--- config.mk ---
export PLATFORM = sky130hd
export DESIGN_NAME = htx_top
export DESIGN_NICKNAME = d
export VERILOG_FILES = /design/src/design/htx_pkg.sv /design/src/design/htx_sync.sv /design/src/design/htx_crc.sv /design/src/design/htx_top.sv
export VERILOG_INCLUDE_DIRS = /design/src /design/src/design
export SDC_FILE = /design/constraint.sdc
export NUM_CORES = 1
export LEC_CHECK = 0
export ABC_AREA = 1
export BUFFER_PORTS_ARGS = -buffer_cell sky130_fd_sc_hd__buf_2
export CAP_MARGIN = 20
export CELL_PAD_IN_SITES_DETAIL_PLACEMENT = 0
export CELL_PAD_IN_SITES_GLOBAL_PLACEMENT = 1
export CORE_UTILIZATION = 43
export DETAILED_ROUTE_END_ITERATION = 6
export MAX_ROUTING_LAYER = met4
export PLACE_DENSITY = 0.88
export SYNTH_ARGS = -nofsm -noshare
export SYNTH_HDL_FRONTEND = slang
export SYNTH_SLANG_ARGS = --single-unit
--- constraint.sdc ---
create_clock -name clk_in -period 2.4 [get_ports clk_in]
set_input_delay 0.12 -clock clk_in [delete_from_list [all_inputs] [get_ports clk_in]]
set_output_delay 0.12 -clock clk_in [all_outputs]
set_load 0.05 [all_outputs]
--- src/design/htx_consts.svh ---
`ifndef HTX_CONSTS_SVH
`define HTX_CONSTS_SVH

// Register byte offsets
`define HTX_OFF_ICR   8'h00
`define HTX_OFF_MODE  8'h04
`define HTX_OFF_CMD   8'h08
`define HTX_OFF_DATA  8'h0C
`define HTX_OFF_STAT  8'h10
`define HTX_OFF_LEN   8'h14
`define HTX_OFF_CNT   8'h18

// interrupt_control_reg fields
`define HTX_ICR_WAIT  7
`define HTX_ICR_LEN   6
`define HTX_ICR_TXIE  1
`define HTX_ICR_TXEN  0
`define HTX_ICR_RST   8'h00

// command_reg code field and codes
`define HTX_CMD_LSB   3
`define HTX_CMD_ABORT 3'h1
`define HTX_CMD_CHRST 3'h3
`define HTX_CMD_RSTPD 3'h5

// transfer_mode_reg encodings
`define HTX_MODE_INT  2'h0
`define HTX_MODE_BINT 2'h1
`define HTX_MODE_DMA  2'h2
`define HTX_MODE_DMA2 2'h3

// Line patterns and CRC
`define HTX_FLAG      8'h7E
`define HTX_CRC_INIT  16'hFFFF
`define HTX_CRC_POLY  16'h8408
`define HTX_STUFF_RUN 3'h5
`define HTX_LAST_BIT  4'h7
`define HTX_LAST_CRC  4'hF

`endif

--- src/design/htx_pkg.sv ---
package htx_pkg;
   typedef enum logic [2:0] {
      ST_IDLE,
      ST_FLAG,
      ST_DATA,
      ST_CRC,
      ST_ABORT
   } htx_state_e;

   typedef struct packed {
      logic       cha_dma;
      logic       abort;
      logic       pend;
      logic       uflag;
      logic       empty;
   } htx_stat_s;
endpackage

--- src/design/htx_sync.sv ---
module htx_sync (
   input  wire logic clk_in,
   input  wire logic rstn_in,
   input  wire logic d_in,
   output logic      lvl_out
);
   logic [2:0] s_ff;
   logic       lvl_ff;

   // A change counts once the last two stages agree
   always_ff @(posedge clk_in or negedge rstn_in) begin
      if (!rstn_in) begin
         s_ff   <= 3'h0;
         lvl_ff <= 1'b0;
      end else begin
         s_ff <= {s_ff[1:0], d_in};
         if (s_ff[1] == s_ff[2]) begin
            lvl_ff <= s_ff[2];
         end
      end
   end

   assign lvl_out = lvl_ff;
endmodule

--- src/design/htx_crc.sv ---
`include "htx_consts.svh"
module htx_crc (
   input  wire logic [15:0] crc_in,
   input  wire logic        bit_in,
   output logic      [15:0] crc_out
);
   // Reflected form, data sent LSB first
   wire        fb = crc_in[0] ^ bit_in;
   wire [15:0] sh = {1'b0, crc_in[15:1]};

   assign crc_out = fb ? (sh ^ `HTX_CRC_POLY) : sh;
endmodule

--- src/design/htx_top.sv ---
// Design decisions made here: the address map and the APB interface to the registers.
`include "htx_consts.svh"
module htx_top #(
   parameter int LEN_W = 16
) (
   input  wire logic        clk_in,
   input  wire logic        rstn_in,
   input  wire logic        psel_in,
   input  wire logic        penable_in,
   input  wire logic        pwrite_in,
   input  wire logic [7:0]  paddr_in,
   input  wire logic [31:0] pwdata_in,
   output logic      [31:0] prdata_out,
   output logic             pready_out,
   output logic             pslverr_out,
   input  wire logic        txclk_in,
   output logic             txd_out,
   output logic             tx_irq_out,
   output logic             tx_dma_request_out,
   output logic             es_event_out,
   output logic             stall_out
);
   generate
      if (LEN_W < 1 || LEN_W > 16) begin : g_chk
         $error("LEN_W must lie in 1..16");
      end
   endgenerate

   ////////////////////////////////////////////////////////////////////////
   // Registers and state
   logic [7:0]        icr_ff;
   logic [1:0]        mode_ff;
   logic [LEN_W-1:0]  tx_length_limit_ff;
   logic [LEN_W-1:0]  cnt_ff;
   logic [31:0]       prdata_ff;
   logic [7:0]        buf_ff;
   logic              full_ff;
   logic              tx_underrun_flag_ff;
   logic              pend_ff;
   logic              armed_ff;
   logic              abort_ff;
   logic              es_ff;
   logic              txd_ff;
   logic              lvl_ff;
   logic [7:0]        sh_ff;
   logic [15:0]       crcsh_ff;
   logic [15:0]       crc_ff;
   logic [3:0]        bcnt_ff;
   logic [2:0]        ones_ff;
   htx_pkg::htx_state_e st_ff;

   ////////////////////////////////////////////////////////////////////////
   // APB decode
   wire acc    = psel_in & penable_in;
   wire setup  = psel_in & ~penable_in;
   wire s_icr  = paddr_in == `HTX_OFF_ICR;
   wire s_mode = paddr_in == `HTX_OFF_MODE;
   wire s_cmd  = paddr_in == `HTX_OFF_CMD;
   wire s_data = paddr_in == `HTX_OFF_DATA;
   wire s_stat = paddr_in == `HTX_OFF_STAT;
   wire s_len  = paddr_in == `HTX_OFF_LEN;
   wire s_cnt  = paddr_in == `HTX_OFF_CNT;
   wire mapped = s_icr | s_mode | s_cmd | s_data | s_stat | s_len | s_cnt;
   wire wr     = acc & pwrite_in & mapped;

   wire wait_en = icr_ff[`HTX_ICR_WAIT];
   wire len_set = icr_ff[`HTX_ICR_LEN];
   wire txie    = icr_ff[`HTX_ICR_TXIE];
   wire tx_en   = icr_ff[`HTX_ICR_TXEN];

   // A data write into a full buffer either waits or is dropped
   wire stall    = wr & s_data & full_ff & wait_en;
   wire wr_take  = wr & s_data & ~full_ff;
   wire [2:0] code = pwdata_in[`HTX_CMD_LSB+2:`HTX_CMD_LSB];
   wire cmd_wr   = wr & s_cmd;
   wire cmd_abt  = cmd_wr & (code == `HTX_CMD_ABORT);
   wire cmd_crst = cmd_wr & (code == `HTX_CMD_CHRST);
   wire cmd_rpd  = cmd_wr & (code == `HTX_CMD_RSTPD);

   // Transfer mode; this block is channel A
   wire cha_dma = mode_ff != `HTX_MODE_INT;

   wire buf_empty = ~full_ff & (st_ff != htx_pkg::ST_CRC);

   htx_pkg::htx_stat_s stat;
   assign stat.cha_dma = cha_dma;
   assign stat.abort   = abort_ff;
   assign stat.pend    = pend_ff;
   assign stat.uflag   = tx_underrun_flag_ff;
   assign stat.empty   = buf_empty;

   wire [31:0] rd_mux =
      s_icr  ? {24'h0, icr_ff} :
      s_mode ? {30'h0, mode_ff} :
      s_stat ? {27'h0, stat} :
      s_len  ? 32'(tx_length_limit_ff) :
      s_cnt  ? 32'(cnt_ff) : 32'h0;

   ////////////////////////////////////////////////////////////////////////
   // Link clock sampling; bits change on the falling link edge
   logic lvl;
   htx_sync u_sync (
      .clk_in  (clk_in),
      .rstn_in (rstn_in),
      .d_in    (txclk_in),
      .lvl_out (lvl)
   );
   wire tick = lvl_ff & ~lvl;

   ////////////////////////////////////////////////////////////////////////
   // Bit engine
   wire in_frame = (st_ff == htx_pkg::ST_DATA) | (st_ff == htx_pkg::ST_CRC);
   wire stuff_ok = in_frame | ((st_ff == htx_pkg::ST_FLAG) &
                   (bcnt_ff == 4'h0));
   wire stuff    = stuff_ok & (ones_ff == `HTX_STUFF_RUN);
   wire cur_bit  = (st_ff == htx_pkg::ST_CRC) ? crcsh_ff[0] :
                   (st_ff == htx_pkg::ST_IDLE) |
                   (st_ff == htx_pkg::ST_ABORT) ? 1'b1 : sh_ff[0];
   wire last_n   = bcnt_ff == ((st_ff == htx_pkg::ST_CRC) ?
                   `HTX_LAST_CRC : `HTX_LAST_BIT);
   wire go_abt   = abort_ff & (st_ff != htx_pkg::ST_ABORT) &
                   (st_ff != htx_pkg::ST_IDLE);
   wire bend     = tick & ~stuff & last_n & ~go_abt;
   wire len_bad  = len_set & (cnt_ff != tx_length_limit_ff);

   logic [15:0] crc_upd;
   htx_crc u_crc (
      .crc_in  (crc_ff),
      .bit_in  (sh_ff[0]),
      .crc_out (crc_upd)
   );

   htx_pkg::htx_state_e nxt_st;
   logic [7:0]  nxt_sh;
   logic [15:0] nxt_crcsh;
   logic [15:0] nxt_crc;
   logic [3:0]  nxt_bcnt;
   logic [2:0]  nxt_ones;
   logic [LEN_W-1:0] nxt_cnt;
   logic        nxt_txd;
   logic        ld_data;
   logic        ld_flag;
   logic        go_under;
   logic        crc_done;
   logic        abt_done;

   always_comb begin
      nxt_st    = st_ff;
      nxt_sh    = sh_ff;
      nxt_crcsh = crcsh_ff;
      nxt_crc   = crc_ff;
      nxt_bcnt  = bcnt_ff;
      nxt_ones  = ones_ff;
      nxt_cnt   = cnt_ff;
      nxt_txd   = txd_ff;
      ld_data   = 1'b0;
      ld_flag   = 1'b0;
      go_under  = 1'b0;
      crc_done  = 1'b0;
      abt_done  = 1'b0;
      if (tick && go_abt) begin
         // Character in progress is dropped on the spot
         nxt_st   = htx_pkg::ST_ABORT;
         nxt_txd  = 1'b1;
         nxt_bcnt = 4'h1;
         nxt_ones = 3'h0;
      end else if (tick && stuff) begin
         nxt_txd  = 1'b0;
         nxt_ones = 3'h0;
      end else if (tick) begin
         nxt_txd  = cur_bit;
         nxt_ones = (in_frame & cur_bit) ? ones_ff + 3'h1 : 3'h0;
         nxt_bcnt = bcnt_ff + 4'h1;
         nxt_sh   = {1'b1, sh_ff[7:1]};
         nxt_crcsh = {1'b1, crcsh_ff[15:1]};
         if (st_ff == htx_pkg::ST_DATA) begin
            nxt_crc = crc_upd;
         end
      end
      if (bend) begin
         nxt_bcnt = 4'h0;
         case (st_ff)
            htx_pkg::ST_IDLE: begin
               if (tx_en) begin
                  ld_flag = 1'b1;
               end
            end
            htx_pkg::ST_FLAG: begin
               if (!tx_en) begin
                  nxt_st = htx_pkg::ST_IDLE;
               end else if (full_ff) begin
                  // First byte opens the frame
                  ld_data = 1'b1;
                  nxt_cnt = LEN_W'(1);
               end else begin
                  ld_flag = 1'b1;
               end
            end
            htx_pkg::ST_DATA: begin
               if (full_ff) begin
                  ld_data = 1'b1;
                  nxt_cnt = cnt_ff + LEN_W'(1);
               end else if (!tx_underrun_flag_ff) begin
                  go_under = 1'b1;
                  if (len_bad) begin
                     nxt_st = htx_pkg::ST_ABORT;
                  end else begin
                     nxt_st    = htx_pkg::ST_CRC;
                     nxt_crcsh = ~crc_upd;
                  end
               end else begin
                  ld_flag = 1'b1;
               end
            end
            htx_pkg::ST_CRC: begin
               crc_done = 1'b1;
               if (tx_en) begin
                  ld_flag = 1'b1;
               end else begin
                  nxt_st = htx_pkg::ST_IDLE;
               end
            end
            htx_pkg::ST_ABORT: begin
               // Eight ones; up to five data ones may precede them
               abt_done = 1'b1;
               ld_flag  = tx_en;
               nxt_st   = tx_en ? htx_pkg::ST_FLAG : htx_pkg::ST_IDLE;
            end
            default: begin
               nxt_st = htx_pkg::ST_IDLE;
            end
         endcase
         if (ld_data) begin
            nxt_st = htx_pkg::ST_DATA;
            nxt_sh = buf_ff;
         end
         if (ld_flag) begin
            nxt_st  = htx_pkg::ST_FLAG;
            nxt_sh  = `HTX_FLAG;
            nxt_crc = `HTX_CRC_INIT;
         end
      end
   end

   ////////////////////////////////////////////////////////////////////////
   // Host-side flags; hardware sets win over all clears but the channel reset
   wire soft_rst = cmd_crst;
   wire pend_set = txie & tx_en &
                   ((ld_data & (armed_ff | len_set)) |
                    (ld_flag & len_set & ~full_ff) |
                    (ld_flag & crc_done) |
                    cmd_abt);
   wire pend_clr = wr_take | (cmd_rpd & buf_empty);
   wire uf_set   = go_under | soft_rst;
   wire nxt_uf   = uf_set | (tx_underrun_flag_ff & ~ld_data);

   always_ff @(posedge clk_in or negedge rstn_in) begin
      if (!rstn_in) begin
         icr_ff             <= `HTX_ICR_RST;
         mode_ff            <= `HTX_MODE_INT;
         tx_length_limit_ff <= '0;
         prdata_ff          <= 32'h0;
      end else begin
         if (wr && s_icr) begin
            icr_ff <= pwdata_in[7:0];
         end
         if (wr && s_mode) begin
            mode_ff <= pwdata_in[1:0];
         end
         if (wr && s_len) begin
            tx_length_limit_ff <= pwdata_in[LEN_W-1:0];
         end
         if (setup) begin
            prdata_ff <= rd_mux;
         end
      end
   end

   always_ff @(posedge clk_in or negedge rstn_in) begin
      if (!rstn_in) begin
         full_ff             <= 1'b0;
         buf_ff              <= 8'h00;
         tx_underrun_flag_ff <= 1'b1;
         es_ff               <= 1'b0;
      end else begin
         if (wr_take) begin
            full_ff <= 1'b1;
            buf_ff  <= pwdata_in[7:0];
         end else if (ld_data || cmd_abt || soft_rst) begin
            full_ff <= 1'b0;
         end
         tx_underrun_flag_ff <= nxt_uf;
         es_ff <= nxt_uf & ~tx_underrun_flag_ff;
      end
   end

   always_ff @(posedge clk_in or negedge rstn_in) begin
      if (!rstn_in) begin
         pend_ff  <= 1'b0;
         armed_ff <= 1'b0;
         abort_ff <= 1'b0;
      end else begin
         pend_ff  <= ~soft_rst & (pend_set | (pend_ff & ~pend_clr));
         armed_ff <= ~soft_rst & tx_en & (armed_ff | wr_take);
         abort_ff <= ~soft_rst & (cmd_abt | (abort_ff & ~abt_done));
      end
   end

   always_ff @(posedge clk_in or negedge rstn_in) begin
      if (!rstn_in) begin
         st_ff    <= htx_pkg::ST_IDLE;
         sh_ff    <= 8'hFF;
         crcsh_ff <= 16'hFFFF;
         crc_ff   <= `HTX_CRC_INIT;
         bcnt_ff  <= 4'h0;
         ones_ff  <= 3'h0;
         cnt_ff   <= '0;
         txd_ff   <= 1'b1;
         lvl_ff   <= 1'b0;
      end else begin
         lvl_ff <= lvl;
         if (soft_rst) begin
            st_ff   <= htx_pkg::ST_IDLE;
            bcnt_ff <= 4'h0;
            ones_ff <= 3'h0;
            txd_ff  <= 1'b1;
         end else begin
            st_ff    <= nxt_st;
            sh_ff    <= nxt_sh;
            crcsh_ff <= nxt_crcsh;
            crc_ff   <= nxt_crc;
            bcnt_ff  <= nxt_bcnt;
            ones_ff  <= nxt_ones;
            cnt_ff   <= nxt_cnt;
            txd_ff   <= nxt_txd;
         end
      end
   end

   ////////////////////////////////////////////////////////////////////////
   // Outputs
   assign prdata_out  = prdata_ff;
   assign pready_out  = ~stall;
   assign stall_out   = stall;
   assign pslverr_out = acc & ~mapped;
   assign txd_out     = txd_ff;
   assign es_event_out       = es_ff;
   assign tx_irq_out         = pend_ff & ~cha_dma;
   assign tx_dma_request_out = pend_ff & cha_dma & buf_empty;
endmodule

Word-level counts from Yosys, hierarchy flattened
Index checks and enable logic that the tools add are counted.
{"block": "totals", "reg_bits": 144, "output_inout_bits": 39}
{"block": "op_classes", "addsub": 3, "eq_ne": 23, "muxes": 81, "n_bitwise": 77, "n_reduce_logical": 20}
{"operator": "$mux 16", "count": 23}
{"operator": "$mux 8", "count": 6}
{"operator": "$and 1x1->1", "count": 42}
{"operator": "$mux 3", "count": 14}
{"operator": "$pmux 16 s2", "count": 1}
{"operator": "$mux 1", "count": 28}
{"operator": "$eq 8x5->1 const B", "count": 3}
{"operator": "$mux 4", "count": 6}
{"operator": "$or 1x1->1", "count": 19}
{"operator": "$add 16x1->16 const B", "count": 1}
{"operator": "$eq 8x4->1 const B", "count": 2}
{"operator": "$ne 16x16->1", "count": 1}
{"operator": "$not 16->16", "count": 1}
{"operator": "$not 1->1", "count": 13}
{"operator": "$pmux 3 s4", "count": 1}
{"operator": "$eq 3x2->1 const B", "count": 3}
{"operator": "$eq 3x3->1 const B", "count": 3}
{"operator": "$eq 8x3->1 const B", "count": 1}
{"operator": "$logic_not 8->1", "count": 1}
{"operator": "$reduce_bool 4->1", "count": 2}
{"operator": "$eq 3x1->1 const B", "count": 2}
{"operator": "$ne 2x2->1 const B", "count": 3}
{"operator": "$reduce_and 6->1", "count": 1}
{"operator": "$reduce_bool 2->1", "count": 3}
{"operator": "18 further kinds", "count": 24}

Longest topological paths before layout
{"block": "depth", "word_depth": 18, "ltp_mapped": 15, "depth_no_buf": 14}

Hierarchy
A second synthesis with hierarchy kept.
{"block": "unflattened", "cells_unflattened": 1043, "hier_area_um2": 7643.6}
{"module": "htx_top", "n_inst": 1, "cells_each": 1006, "area_each_um2": 7360.8, "seq_area_each_um2": 3155.5}
{"module": "htx_crc", "n_inst": 1, "cells_each": 29, "area_each_um2": 166.4, "seq_area_each_um2": 0.0}
{"module": "htx_sync", "n_inst": 1, "cells_each": 8, "area_each_um2": 116.4, "seq_area_each_um2": 100.1}

Worst setup path after synthesis
No wires, ideal clock.
{"block": "synth_path", "path_type": "input to output", "startpoint": "input port paddr_in[6]", "endpoint": "output port pready_out", "t_arrival_ns": 2.498, "slack_ns": -0.218, "cell_stages": 10, "n_path_buf": 1, "path_cell_list": "inv_1 -> nand2_2 -> nor2_4 -> and2_4 -> buf_6 -> nor2_4 -> nand2_4 -> nand3_1 -> nor3_1 -> inv_1"}
{"block": "synth_via", "elab_chain_cells": 12}
{"item": "start: declaration", "line_no": "htx_top.sv:11", "text": "input wire logic [7:0] paddr_in,"}
{"item": "$eq 8x3->1 (no line) or $logic_not 8->1 (tied branches)"}
{"item": "$or 1x1->1 (6 in a row)", "line_no": "htx_top.sv:63", "text": "wire mapped = s_icr | s_mode | s_cmd | s_data | s_stat | s_len | s_cnt;"}
{"item": "$and 1x1->1", "line_no": "htx_top.sv:64", "text": "wire wr = acc & pwrite_in & mapped;"}
{"item": "$and 1x1->1 * (3 in a row)", "line_no": "htx_top.sv:72", "text": "wire stall = wr & s_data & full_ff & wait_en;"}
{"item": "net stall_out", "line_no": "htx_top.sv:21", "text": "output logic stall_out"}
{"item": "$not 1->1 *", "line_no": "htx_top.sv:343", "text": "assign pready_out = ~stall;"}
{"item": "end: declaration", "line_no": "htx_top.sv:14", "text": "output logic pready_out,"}
Mark *: on every way through the listed nets, which the timed path passes. The rest lies on a longest branch.

Worst setup path after layout
{"block": "layout_path", "startpoint": "register st_ff[2]", "endpoint": "register cnt_ff[5]"}
{"block": "layout_via", "elab_chain_cells": 9}
{"item": "start: declaration", "line_no": "htx_top.sv:50", "text": "htx_pkg::htx_state_e st_ff;"}
{"item": "start signal: assignment", "line_no": "htx_top.sv:311", "text": "st_ff <= htx_pkg::ST_IDLE;"}
{"item": "start signal: assignment", "line_no": "htx_top.sv:323", "text": "st_ff <= htx_pkg::ST_IDLE;"}
{"item": "start signal: assignment", "line_no": "htx_top.sv:328", "text": "st_ff <= nxt_st;"}
{"item": "$eq 3x2->1, or another cell as far along", "line_no": "htx_top.sv:112, htx_top.sv:182"}
{"item": "$or 1x1->1 or $and 1x1->1 (tied branches)", "line_no": "htx_top.sv:112, htx_top.sv:113"}
{"item": "$or 1x1->1", "line_no": "htx_top.sv:113", "text": "wire stuff_ok = in_frame | ((st_ff == htx_pkg::ST_FLAG) &"}
{"item": "$and 1x1->1", "line_no": "htx_top.sv:115", "text": "wire stuff = stuff_ok & (ones_ff == `HTX_STUFF_RUN);"}
{"item": "$not 1->1", "line_no": "htx_top.sv:123", "text": "wire bend = tick & ~stuff & last_n & ~go_abt;"}
{"item": "$and 1x1->1 (3 in a row)", "line_no": "htx_top.sv:123"}
{"item": "$reduce_and 6->1 (no line)"}
{"item": "end signal: assignment", "line_no": "htx_top.sv:334", "text": "cnt_ff <= nxt_cnt;"}
{"item": "end: declaration", "line_no": "htx_top.sv:34", "text": "logic [LEN_W-1:0] cnt_ff;"}
Parallel ways exist; a longest one is shown, timed or not.
A chain may end at the register's enable or synchronous reset.

==> results.toml <==
[drt]
vias_per_cell = 4.94
drt_iter0_drc = 455
final_antenna_net_count = 0
drt_pass1_iterations = 5
dr_total_vias = 6542
drc = 0
wl_um = 18200
wl_per_cell_um = 13.8

[power]
power_density_nw_per_um2 = 694
ir_drop_mv = 0.485
power.total_mw = 5.99
p_leak_nw = 4.58

[synthesis]
synth_top_cells_by_area = "dfrtp_1 (29%), nand2_1 (19%), dfstp_2 (15%)"
yosys.area.top_type = "dfrtp_1"
synth-xor-area-share_pct = 1.30
synthSimpleGateAreaFrac_pct = 34.0
synth_top_cell_area_share_pct = 29.0
yosysWarnings = 0
synth_top_family_by_area = "simple AND/OR/NAND/NOR gates"
ys_async_sr_fraction_pct = 100
synth_area_sq_um = 7430
syn_inst = 1014
synth_compound_area_share_pct = 8.29
synth_edf_count = 0
synth-adder-area-share_pct = 0.977
yosysSeqAreaShare_pct = 43.8
avgSynthCellArea_sq_um = 7.32
synth_mux_area_share_pct = 0.758
synth.distinct_cells = 44
ys_seq_elements = 128
synth_flop_cell = "dfrtp_1"

[grt]
grt_max_degree = 87
grt_util_met3_pct = 3.96
grt-ovfl-total = 0
antenna_found_initial = 0
grt_usage_pct = 22.5
busiest_layer = "met1"
grt_pass1_vias = 6050
gr-usage-met2_pct = 31.7
met1_usage_pct = 32.6
grt_pass1_wl_um = 30700

[placed_design]
dp.cells = 1274
hpwl_um = 12700
place_ws_ps = 327
dpl_cell_area_sq_um = 7880
port_buffers = 52
routabilityCongestion = 0.892

[floorplan]
fp.dieW_um = 133
start_util_pct = 44.5
fp-row-count = 47
die_area_sq_um = 17800
core_area_sq_um = 16700
dieHeight_um = 133
ios = 85

[sta]
finalHoldViolCount = 0
finClkSkew_ps = 11.4
worstMarginPinSlew_ps = 590
min_period_ps = 2070
relSlewSlack_pct = 60.6
setup_viol = 0
rsz0062_at_grt = "no"
finalSetupTns_ps = 0
final_max_slew_viol_count = 0
fin_hold_ws_ps = 46.6
worst_slack_ps = 328
fmax_ghz = 0.483
fin_crit_sh_pct = 86.3

[clocking]
clockBufferDepth = 2
htreeDepth = 4
postCtsResizedCells = 0
cts_setup_buffers = 0
insertion_delay_ps = 420
cts.sinks = 128
cts_made_buffers = 17
clk_root_buffer_cell = "clkbuf_16"
tritoncts = "done"
path_clk_slew_ps = 60

[setup_path]
worstPathRequired_ps = 2740
path_class = "reg -> reg"
rr_startpoint = "st_ff[2]"
cp.arrival_ps = 2410
r2r_setup_slack_ps = 330
cp_slowest_cell = "dfrtp_1"
critPathCaptureType = "flop"
r2r_cells = 13
r2r-end = "cnt_ff[5]"
start_kind = "flop"
crit_chain = "inv_2 > nand2_1 > nor2_1 > buf_4 > a21oi_1 > nand2_2 > nor2_8 > nand2_2 > inv_2 > nand2_2 > inv_2 > nand2_1 > a21oi_1"
max_stage_delay_ps = 390
path_max_fanout = 21

[hold_path]
worstHoldStart = "pwdata_in[7]"
hold_end = "buf_ff[7]"
hp-class = "in -> reg"
holdPathStages = 3

[finish]
mostFrequentLayoutCells = "nand2_1 (380), inv_1 (108), nand3_1 (87), dfrtp_1 (86), o21ai_0 (61)"
final_util_pct = 51.6
fill_cells = 1686
drive_gt1_share_pct = 18.9
antenna_cells = 0
area_delta_synth_final_pct = 16.1
fin_cells = 1323
final_area_sq_um = 8620
final_common_cell = "nand2_1"
finalNetCount = 1141

[flow_run]
cap_violations = 0

[outcome]
status = "complete, no violations"
[cell families (layout without fill, tap and decap cells)]
family | count (synthesis) | after routing
adder cells (fa/ha/maj) | 6 | 6
AND/OR/NAND/NOR | 577 | 577
other | 1 | 16
multiplexers | 5 | 5
AO/OA/AOI/OAI | 113 | 113
XOR/XNOR | 11 | 11
flip-flops | 128 | 128
buffers and inverters | 173 | 247
[final cells by class]
cell class              count  area, sq um  share of cell area [%]
clock buffers              17          425                    4.93
well taps                 220          275                    3.19
inverters                 123          467                    5.41
flip-flops and latches    128         3260                    37.8
repair buffers             92          618                    7.17
multi-input cells         728         3430                    39.8
clock inverters            15          153                    1.77
[worst max path at each step]
stage / startpoint / end / slack (ps) / cells past startpoint
4_1_cts: bcnt_ff[0] / crcsh_ff[7] / 310 / 14
6_report: st_ff[2] / cnt_ff[5] / 330 / 13
2_1_floorplan: paddr_in[6] / pready_out / 350 / 10
5_1_grt: cnt_ff[14] / crcsh_ff[0] / 40 / 13
3_3_place_gp: bcnt_ff[0] / crcsh_ff[7] / 350 / 14
3_5_place_dp: bcnt_ff[0] / crcsh_ff[7] / 330 / 14
[cell usage after synthesis (6+ instances only)]
cell type  count
dfrtp_1       86
inv_1        108
inv_2         14
nand2_2       21
nor2_1        48
nor3_1        12
a21oi_1       22
buf_2         14
nand4_1        6
dfstp_2       42
xor2_1        11
o22ai_1       21
o21ai_0       61
buf_4         17
clkbuf_1       9
nand3_1       87
nand2_1      380
[where the power goes]
part | leakage (nW) | internal [mW] | switching [mW] | total [mW]
sequential | 1.44 | 2.45 | 0.143 | 2.59
clock | 0.278 | 1.46 | 1.06 | 2.52
combinational | 2.86 | 0.320 | 0.552 | 0.873
total | 4.58 | 4.23 | 1.76 | 5.99
[flip-flops by register name (all words and copies together), names as in the netlist, 8 cells and up]
name / count
crc_ff: 16
tx_length_limit_ff: 16
prdata_out: 16
icr_ff: 8
buf_ff: 8
crcsh_ff: 16
sh_ff: 8
cnt_ff: 16
[layer usage]
| layer | part of all wire, % | wire [um] |
|---|---|---|
| met1 | 51 | 9320 |
| met2 | 43 | 7860 |
| met3 | 4.4 | 800 |
| met4 | 1.3 | 242 |
| met5 | 0 | 0 |
[what timing repair did]
| item | in CTS | in global routing |
|---|---|---|
| hold buffers | 17 | 0 |
| endpoints found under the setup margin | 0 | 0 |
| hold endpoints to repair | 55 | 0 |
[critical path, delay by kind of cell (launching register included)]
family | cells | cell delay, ps
AO/OA/AOI/OAI | 2 | 310
buffers and inverters | 4 | 550
flip-flops | 1 | 390
AND/OR/NAND/NOR | 7 | 730
No activity file was read; power rests on OpenSTA's default activity.
